===== src/logic/dsf_defines.svh =====
// Constants for the disk sense and track flag block
`ifndef DSF_DEFINES_SVH
`define DSF_DEFINES_SVH
// Register byte addresses
`define DSF_ADDR_CMD     12'h000
`define DSF_ADDR_EVENT   12'h004
`define DSF_ADDR_FLAG    12'h008
`define DSF_ADDR_MASK    12'h00C
`define DSF_ADDR_SENSE_L 12'h010
`define DSF_ADDR_SENSE_H 12'h014
`define DSF_ADDR_STATUS  12'h018
// Sense byte 0 bits
`define DSF_S0_CMD_REJ   0
`define DSF_S0_INTV      1
`define DSF_S0_EQUIP     3
`define DSF_S0_DATA      4
`define DSF_S0_OVERRUN   5
`define DSF_S0_TRACK     6
`define DSF_S0_SEEK      7
// Sense byte 1 bits
`define DSF_S1_CNT_DATA  0
`define DSF_S1_SEQ       3
`define DSF_S1_PROTECT   5
`define DSF_S1_MISS_AM   6
// Sense byte 2 bits
`define DSF_S2_UNSAFE    0
`define DSF_S2_SEL_STAT  3
`define DSF_S2_CYCLIC    4
`define DSF_S2_UNSEL     5
// Event register bits
`define DSF_EV_BAD_CMD   0
`define DSF_EV_BAD_SEEK  1
`define DSF_EV_BAD_SEQ   2
`define DSF_EV_INDEX     3
`define DSF_EV_ADDR_MARK 4
`define DSF_EV_COUNT     5
`define DSF_EV_CNT_FLAG  6
`define DSF_EV_STARVE    7
`define DSF_EV_LATE      8
`define DSF_EV_DATA_ERR  9
`define DSF_EV_CNT_ERR   10
`define DSF_EV_SEEK_FAIL 11
`define DSF_EV_UNSAFE    12
`define DSF_EV_CYCLIC    13
`define DSF_EV_CONTRA    14
`define DSF_EV_MT_CHAIN  15
// Command register bits
`define DSF_CMD_START    0
`define DSF_CMD_SENSE    1
`define DSF_CMD_WRITE    2
`define DSF_CMD_ACCESS   3
`define DSF_CMD_HDR_R0   4
// Track flag register bits
`define DSF_FLAG_DEFECT  0
`define DSF_FLAG_ALT     1
// File status register bits
`define DSF_ST_ONLINE    0
`define DSF_ST_USABLE    1
`define DSF_ST_SELECTED  2
`define DSF_ST_STATUS    3
// Mask bit: inhibit write
`define DSF_MASK_INH_WR  0
`define DSF_SENSE_BYTES  6
`endif


===== src/logic/dsf_pkg.sv =====
// Types for the disk sense and track flag block
`default_nettype none
package dsf_pkg;
  typedef struct packed {
    logic [7:0] b5;
    logic [7:0] b4;
    logic [7:0] b3;
    logic [7:0] b2;
    logic [7:0] b1;
    logic [7:0] b0;
  } dsf_sense_t;
  typedef enum logic [1:0] {DSF_IDLE, DSF_ACTIVE, DSF_SENSED} dsf_state_t;
endpackage : dsf_pkg
`default_nettype wire


===== src/logic/dsf_sense.sv =====
// Sense byte collection for the disk attachment, APB slave
//
// The address map and register access over APB were chosen for this implementation.
`timescale 1ns/1ps
`default_nettype none
`include "dsf_defines.svh"
module dsf_sense #(
  // Number of sense bytes held; the packed carrier fixes it
  parameter int SENSE_BYTES = `DSF_SENSE_BYTES
) (
  // Clock and reset
  input  wire logic        pclk,
  input  wire logic        presetn,
  // APB slave
  input  wire logic        psel,
  input  wire logic        penable,
  input  wire logic        pwrite,
  input  wire logic [11:0] paddr,
  input  wire logic [31:0] pwdata,
  output logic      [31:0] prdata,
  output logic             pready,
  output logic             pslverr,
  // Sense state
  output logic             unit_check,
  output logic             sense_valid
);
  // Refuse a sense depth other than the one the carrier holds
  if (SENSE_BYTES != `DSF_SENSE_BYTES) begin : g_bad_sense_bytes
    $error("sense byte count must match the carrier");
  end

  // Register state
  dsf_pkg::dsf_sense_t sense, next_sense;
  dsf_pkg::dsf_state_t state, next_state;
  logic [1:0]  flag, next_flag;
  logic [7:0]  mask, next_mask;
  logic [3:0]  fstat, next_fstat;
  logic        seen_mark, next_seen_mark;
  logic        idx_armed, next_idx_armed;
  logic        cnt_have, next_cnt_have;
  logic        cnt_last, next_cnt_last;
  logic [31:0] next_prdata;
  logic        next_pready, next_pslverr, next_unit_check, next_sense_valid;

  function automatic logic hit(input logic [11:0] a, input logic [11:0] r);
    return a == r;
  endfunction : hit

  // Access phase of a write or read
  logic wr, rd;
  logic [31:0] ev;
  assign wr = psel && penable && pwrite && !pready;
  assign rd = psel && penable && !pwrite && !pready;
  assign ev = (wr && hit(paddr, `DSF_ADDR_EVENT)) ? pwdata : 32'h0000_0000;

  // Next sense state
  always_comb begin
    logic [7:0] b0;
    logic [7:0] b1;
    logic [7:0] b2;
    logic       start;
    logic       acc;
    // Command start and file access decode, set first
    start = wr && hit(paddr, `DSF_ADDR_CMD) && pwdata[`DSF_CMD_START];
    acc = start && pwdata[`DSF_CMD_ACCESS];
    b0 = sense.b0;
    b1 = sense.b1;
    b2 = sense.b2;
    next_sense = sense;
    next_state = state;
    next_flag = flag;
    next_mask = mask;
    next_fstat = fstat;
    next_seen_mark = seen_mark;
    next_idx_armed = idx_armed;
    next_cnt_have = cnt_have;
    next_cnt_last = cnt_last;
    // A new non-sense command drops the old sense bytes
    if (start && !pwdata[`DSF_CMD_SENSE]) begin
      b0 = 8'h00;
      b1 = 8'h00;
      b2 = 8'h00;
      next_state = dsf_pkg::DSF_ACTIVE;
      next_idx_armed = 1'b0;
      next_cnt_have = 1'b0;
      next_seen_mark = 1'b0;
    end
    if (wr && hit(paddr, `DSF_ADDR_FLAG)) next_flag = pwdata[1:0];
    if (wr && hit(paddr, `DSF_ADDR_MASK)) next_mask = pwdata[7:0];
    if (wr && hit(paddr, `DSF_ADDR_STATUS)) next_fstat = pwdata[3:0];
    // Command checks at start
    if (ev[`DSF_EV_BAD_CMD]) b0[`DSF_S0_CMD_REJ] = 1'b1;
    if (ev[`DSF_EV_BAD_SEEK]) begin
      b0[`DSF_S0_CMD_REJ] = 1'b1;
      b0[`DSF_S0_SEEK] = 1'b1;
    end
    if (ev[`DSF_EV_BAD_SEQ]) begin
      b0[`DSF_S0_CMD_REJ] = 1'b1;
      b1[`DSF_S1_SEQ] = 1'b1;
    end
    if (start && pwdata[`DSF_CMD_WRITE] && mask[`DSF_MASK_INH_WR]) begin
      b0[`DSF_S0_CMD_REJ] = 1'b1;
      b1[`DSF_S1_PROTECT] = 1'b1;
    end
    if (acc && !(fstat[`DSF_ST_ONLINE] && fstat[`DSF_ST_USABLE]))
      b0[`DSF_S0_INTV] = 1'b1;
    // Equipment check causes
    if (ev[`DSF_EV_UNSAFE]) b2[`DSF_S2_UNSAFE] = 1'b1;
    if (ev[`DSF_EV_CYCLIC]) b2[`DSF_S2_CYCLIC] = 1'b1;
    if (ev[`DSF_EV_CONTRA]) b2[`DSF_S2_SEL_STAT] = 1'b1;
    if (fstat[`DSF_ST_STATUS] && !fstat[`DSF_ST_SELECTED])
      b2[`DSF_S2_UNSEL] = 1'b1;
    if (b2[`DSF_S2_UNSAFE] | b2[`DSF_S2_CYCLIC] | b2[`DSF_S2_SEL_STAT]
        | b2[`DSF_S2_UNSEL])
      b0[`DSF_S0_EQUIP] = 1'b1;
    // Data errors
    if (ev[`DSF_EV_DATA_ERR]) b0[`DSF_S0_DATA] = 1'b1;
    if (ev[`DSF_EV_CNT_ERR]) begin
      b0[`DSF_S0_DATA] = 1'b1;
      b1[`DSF_S1_CNT_DATA] = 1'b1;
    end
    // Missing address marker tracking
    if (ev[`DSF_EV_ADDR_MARK]) next_seen_mark = 1'b1;
    if (ev[`DSF_EV_INDEX]) begin
      if (idx_armed && !seen_mark && !ev[`DSF_EV_ADDR_MARK])
        b1[`DSF_S1_MISS_AM] = 1'b1;
      next_idx_armed = 1'b1;
      next_seen_mark = 1'b0;
    end
    if (ev[`DSF_EV_COUNT]) begin
      if (cnt_have && cnt_last == ev[`DSF_EV_CNT_FLAG])
        b1[`DSF_S1_MISS_AM] = 1'b1;
      next_cnt_have = 1'b1;
      next_cnt_last = ev[`DSF_EV_CNT_FLAG];
    end
    if (ev[`DSF_EV_STARVE] || ev[`DSF_EV_LATE]) b0[`DSF_S0_OVERRUN] = 1'b1;
    if (acc && flag[`DSF_FLAG_DEFECT] && !pwdata[`DSF_CMD_HDR_R0])
      b0[`DSF_S0_TRACK] = 1'b1;
    if (ev[`DSF_EV_MT_CHAIN] && flag[`DSF_FLAG_ALT]) b0[`DSF_S0_TRACK] = 1'b1;
    if (ev[`DSF_EV_SEEK_FAIL]) b0[`DSF_S0_SEEK] = 1'b1;
    next_sense.b0 = b0;
    next_sense.b1 = b1;
    next_sense.b2 = b2;
    next_sense.b3 = {4'h0, fstat};
    next_sense.b4 = 8'h00;
    next_sense.b5 = {6'h00, flag};
    // Sense command returns bytes, then clears bytes 0 to 2 on the next read of the high sense word
    if (start && pwdata[`DSF_CMD_SENSE]) next_state = dsf_pkg::DSF_SENSED;
    if (rd && hit(paddr, `DSF_ADDR_SENSE_H) && state == dsf_pkg::DSF_SENSED) begin
      next_sense.b0 = 8'h00;
      next_sense.b1 = 8'h00;
      next_sense.b2 = 8'h00;
      next_state = dsf_pkg::DSF_IDLE;
    end
  end

  // APB answers
  always_comb begin
    next_pready = psel && penable && !pready;
    next_pslverr = 1'b0;
    next_prdata = 32'h0000_0000;
    next_unit_check = |{next_sense.b0, next_sense.b1, next_sense.b2};
    next_sense_valid = next_state == dsf_pkg::DSF_SENSED;
    if (rd) begin
      unique case (paddr)
        `DSF_ADDR_CMD:     next_prdata = {30'h0, state};
        `DSF_ADDR_EVENT:   next_prdata = 32'h0000_0000;
        `DSF_ADDR_FLAG:    next_prdata = {30'h0, flag};
        `DSF_ADDR_MASK:    next_prdata = {24'h0, mask};
        `DSF_ADDR_SENSE_L: next_prdata = sense[31:0];
        `DSF_ADDR_SENSE_H: next_prdata = {16'h0, sense[47:32]};
        `DSF_ADDR_STATUS:  next_prdata = {28'h0, fstat};
        default:           next_pslverr = 1'b1;
      endcase
    end else if (wr && !(hit(paddr, `DSF_ADDR_CMD) || hit(paddr, `DSF_ADDR_EVENT)
               || hit(paddr, `DSF_ADDR_FLAG) || hit(paddr, `DSF_ADDR_MASK)
               || hit(paddr, `DSF_ADDR_STATUS))) begin
      next_pslverr = 1'b1;
    end
  end

  // Registers
  always_ff @(posedge pclk or negedge presetn) begin
    if (!presetn) begin
      sense       <= '0;
      state       <= dsf_pkg::DSF_IDLE;
      flag        <= 2'h0;
      mask        <= 8'h00;
      fstat       <= 4'h0;
      seen_mark   <= 1'b0;
      idx_armed   <= 1'b0;
      cnt_have    <= 1'b0;
      cnt_last    <= 1'b0;
      prdata      <= 32'h0000_0000;
      pready      <= 1'b0;
      pslverr     <= 1'b0;
      unit_check  <= 1'b0;
      sense_valid <= 1'b0;
    end else begin
      sense       <= next_sense;
      state       <= next_state;
      flag        <= next_flag;
      mask        <= next_mask;
      fstat       <= next_fstat;
      seen_mark   <= next_seen_mark;
      idx_armed   <= next_idx_armed;
      cnt_have    <= next_cnt_have;
      cnt_last    <= next_cnt_last;
      prdata      <= next_prdata;
      pready      <= next_pready;
      pslverr     <= next_pslverr;
      unit_check  <= next_unit_check;
      sense_valid <= next_sense_valid;
    end
  end
endmodule : dsf_sense
`default_nettype wire


===== config.mk =====
export PLATFORM = sky130hd
export DESIGN_NAME = dsf_sense
export DESIGN_NICKNAME = d
export VERILOG_FILES = /design/src/logic/dsf_pkg.sv /design/src/logic/dsf_sense.sv
export VERILOG_INCLUDE_DIRS = /design/src /design/src/logic
export SDC_FILE = /design/constraint.sdc
export NUM_CORES = 1
export LEC_CHECK = 0
export ABC_AREA = 1
export BUFFER_PORTS_ARGS = -buffer_cell sky130_fd_sc_hd__buf_4
export CAP_MARGIN = 20
export CELL_PAD_IN_SITES_DETAIL_PLACEMENT = 1
export CELL_PAD_IN_SITES_GLOBAL_PLACEMENT = 1
export CORE_AREA = 2 2 98 100
export DETAILED_ROUTE_END_ITERATION = 10
export DIE_AREA = 0 0 100 102
export PLACE_DENSITY_LB_ADDON = 0.1
export SYNTH_ARGS = -nofsm -noshare
export SYNTH_HDL_FRONTEND = slang
export SYNTH_SLANG_ARGS = --single-unit

===== constraint.sdc =====
create_clock -name pclk -period 3.4 [get_ports pclk]
set_clock_uncertainty 0.15 [all_clocks]
set_input_delay 0.51 -clock pclk [delete_from_list [all_inputs] [get_ports pclk]]
set_output_delay 0.51 -clock pclk [all_outputs]
set_load 0.02 [all_outputs]

==> metrics.md <==
| Metric | Value |
|---|---|
| Outcome | finished clean |
| Terminus of the critical flop-to-flop path | unit_check$_DFF_PN0_ |
| Max-slew violations | 0 |
| Worst Hold End | mask[7]$_DFFE_PN0P_ |
| Area leader, netlist | dfrtp_1 |
| Hold Path Origin | pwdata[7] |
| Core Box Area | 9109 um2 |
| Worst r2r src | pready$_DFF_PN0_ |
| Critical-path cell list | inv_2 > nand4_1 > nor2_2 > nand4_4 > nand2_2 > nand2_1 > nand2_1 > nand2_1 > nor2_1 > nand2_1 > nor2_1 > nand2_1 |
| Total Wirelength | 9282 um |
| CP max stage cell | dfrtp_1 |
| Final setup fails | 0 |
| Number of gates resized after CTS | 0 |
| Crit Path Category | register to register |
| CP endpoint kind | register |
| Wirelength per Cell | 16.26 um |
| Clk pin slew, worst setup/hold paths | 0.09 ns |
| Clock Latency Late Sink | 0.35 ns |
| TritonCTS clock tree | built |
| Crit-path leading delay family | simple AND/OR/NAND/NOR gates |
| Worst Hold Slack | 0.2330 ns |
| Via count | 2,836 |
| Startpoint types | register |
| Synth Register Bits | 82 |
| Chip width | 100 um |
| CTS max path bufs | 2 |
| Pleak | 2.255 nW |
| Die area | 10,200 um2 |
| Initial antenna violation count | 0 |
| Final nets | 504 |
| RSZ-0062 raised after global routing | false |
| H-tree lvl count | 3 |
| DRC | 0 |
| DRT iter0 DRCs | 114 |
| CTS Sinks | 82 |
| I/O Buffers | 64 |
| Post-route total power | 1.810 mW |
| TritonCTS buffer count | 9 |
| Post-Syn Area per Cell | 9.239 um2 |
| Sequential share of the synthesized area | 57.69% |
| Crit path largest cell delay | 0.44 ns |
| Utilization after layout | 47.87% |
| Post-DR vias/cell | 4.967 |
| FF-to-FF path depth | 12 |
| Worst Path Max Fanout | 22 |
| Total congestion overflow | 0 |
| Final estimated routing congestion in global placement | 0.8022 |
| Power per cell area | 415.2 nW/um2 |
| Least-Margin Pin Slew | 0.6235 ns |
| Area contributors post-synth | dfrtp_1 58%, nand2_1 11%, inv_1 4.0% |
| Layout cells sized above 1 | 25.22% |
| # IOs | 85 |
| Min-Delay Path Class | input pin to register |
| Worst Hold Depth | 2 |
| Post-synth cell types | 36 |
| Inserted Diodes | 0 |
| Arr. time, crit path | 2.38 ns |
| Drt pass-1 iters | 4 |
| VDD IR-drop max | 196.9 uV |
| Yosys top cell area share | 57.69% |
| Buf+Inv Stages, Crit Path | 1 |
| Total Routing Usage GR | 19.85% |
| Die Span Y | 102 um |
| Initial core utilization | 39.05% |
| Most common cell on crit path | nand2_1 |
| First-pass GRT wire length | 15,490 um |
| Fin Setup TNS | 0 ns |
| Synth Warn # | 0 |
| Final hold violations | 0 |
| Worst slew margin | 57.90% |
| FP Rows | 35 |
| Max-cap check violation count | 0 |
| Gate count after technology mapping | 385 |
| Vias in the first global route | 3,075 |
| Root buffer cell | clkbuf_8 |
| R2R setup slack | 1.12 ns |
| WP data required | 3.50 ns |
| FMAX | 438.3 MHz |
| Post-synthesis instance area | 3557 um2 |
| Final HPWL DP | 6543 um |
| DRT antenna net count | 0 |
| Largest net degree at the start of global routing | 83 |
| Tcrit/Tclk final | 67.10% |
| Layout overhead on the synthesized area | 22.58% |
| Period minus WS final | 2.282 ns |
==> what timing repair did <==
item / 4_1_cts / 5_1_grt
hold buffers: 0 / 1
endpoints found under the hold margin: 0 / 9
buffers inserted: 0 / 0
==> per-stage QoR <==
stage,worst slack (ns),cells,cell area [um2]
CTS,1.091,569,4323
detailed placement,0.8599,553,4120
finish,1.118,571,4360
global route,0.9089,571,4360
global placement,0.8869,553,4120
floorplan,1.499,388,3568
==> metal layers <==
layer	GRT usage [%]	vias up	share of wire, %
li1	-	1352	-
met1	26.50	1414	47
met2	33.00	56	48
met3	2.736	14	3.0
met4	8.008	0	2.2
met5	0	-	0
==> cells by family after synthesis <==
group	count (synthesis)	share of synthesized area (%)
buffers and inverters	59	7.387
flip-flops	82	57.69
AND/OR/NAND/NOR	204	27.93
other	1	0.1054
multiplexers	2	0.6331
AO/OA/AOI/OAI	37	6.261
==> flip-flops by register name (all words and copies together) (netlist names) <==
name,cells
seen_mark,1
fstat,4
cnt_have,1
cnt_last,1
idx_armed,1
unit_check,1
sense_valid,1
sense,30
mask,8
state,2
prdata,28
flag,2
pslverr,1
pready,1
==> power breakdown <==
| part | leakage (nW) | switching (mW) | internal (mW) | total, mW |
|---|---|---|---|---|
| logic | 1.09 | 0.0593 | 0.0370 | 0.0963 |
| clock network | 0.0922 | 0.374 | 0.363 | 0.736 |
| registers | 1.08 | 0.00157 | 0.976 | 0.978 |
==> cell usage in the layout, fill, tap and decap left out, types with 3 or more instances in the layout <==
master	count
nor3_1	14
clkbuf_8	10
clkinv_1	3
nand4_1	4
buf_4	67
o21ai_1	6
nand3_1	24
clkinvlp_4	3
nor2_2	4
conb_1	4
o21ai_0	11
nand2_1	104
o311ai_0	4
dfrtp_1	82
inv_1	38
nor2_1	31
inv_2	5
a21oi_1	7
nor2_4	7
nand2_2	6
==> cell usage after synthesis (all sizes together) <==
library cell  instances
a211oi                1
a21oi                 8
a221oi                2
a31oi                 2
buf                  10
clkbuf                3
clkinv                3
conb                  1
dfrtp                82
inv                  43
mux2                  2
nand2               112
nand3                27
nand3b                2
nand4                 5
nor2                 43
nor3                 14
o21ai                18
o22ai                 2
o311ai                4
or2                   1
==> worst max path at each step <==
| stage | startpoint | to | slack (ns) | cells after the start |
|---|---|---|---|---|
| floorplan | paddr[1] | unit_check$_DFF_PN0_ | 1.50 | 13 |
| global placement | paddr[7] | unit_check$_DFF_PN0_ | 0.89 | 13 |
| detailed placement | paddr[7] | unit_check$_DFF_PN0_ | 0.86 | 13 |
| CTS | pready$_DFF_PN0_ | unit_check$_DFF_PN0_ | 1.09 | 12 |
| global route | pready$_DFF_PN0_ | unit_check$_DFF_PN0_ | 0.91 | 12 |
| finish | pready$_DFF_PN0_ | unit_check$_DFF_PN0_ | 1.12 | 12 |
==> final cells by class <==
| class | count | area [um2] |
|---|---|---|
| fillers | 1071 | 4748 |
| flip-flops and latches | 82 | 2052 |
| multi-input cells | 247 | 1254 |
| repair buffers | 69 | 540.5 |
| inverters | 46 | 172.7 |
| clock buffers | 11 | 141.4 |
| well taps | 111 | 138.9 |
| clock inverters | 5 | 61.31 |
Note: power is estimated with default switching activity, not from simulation.
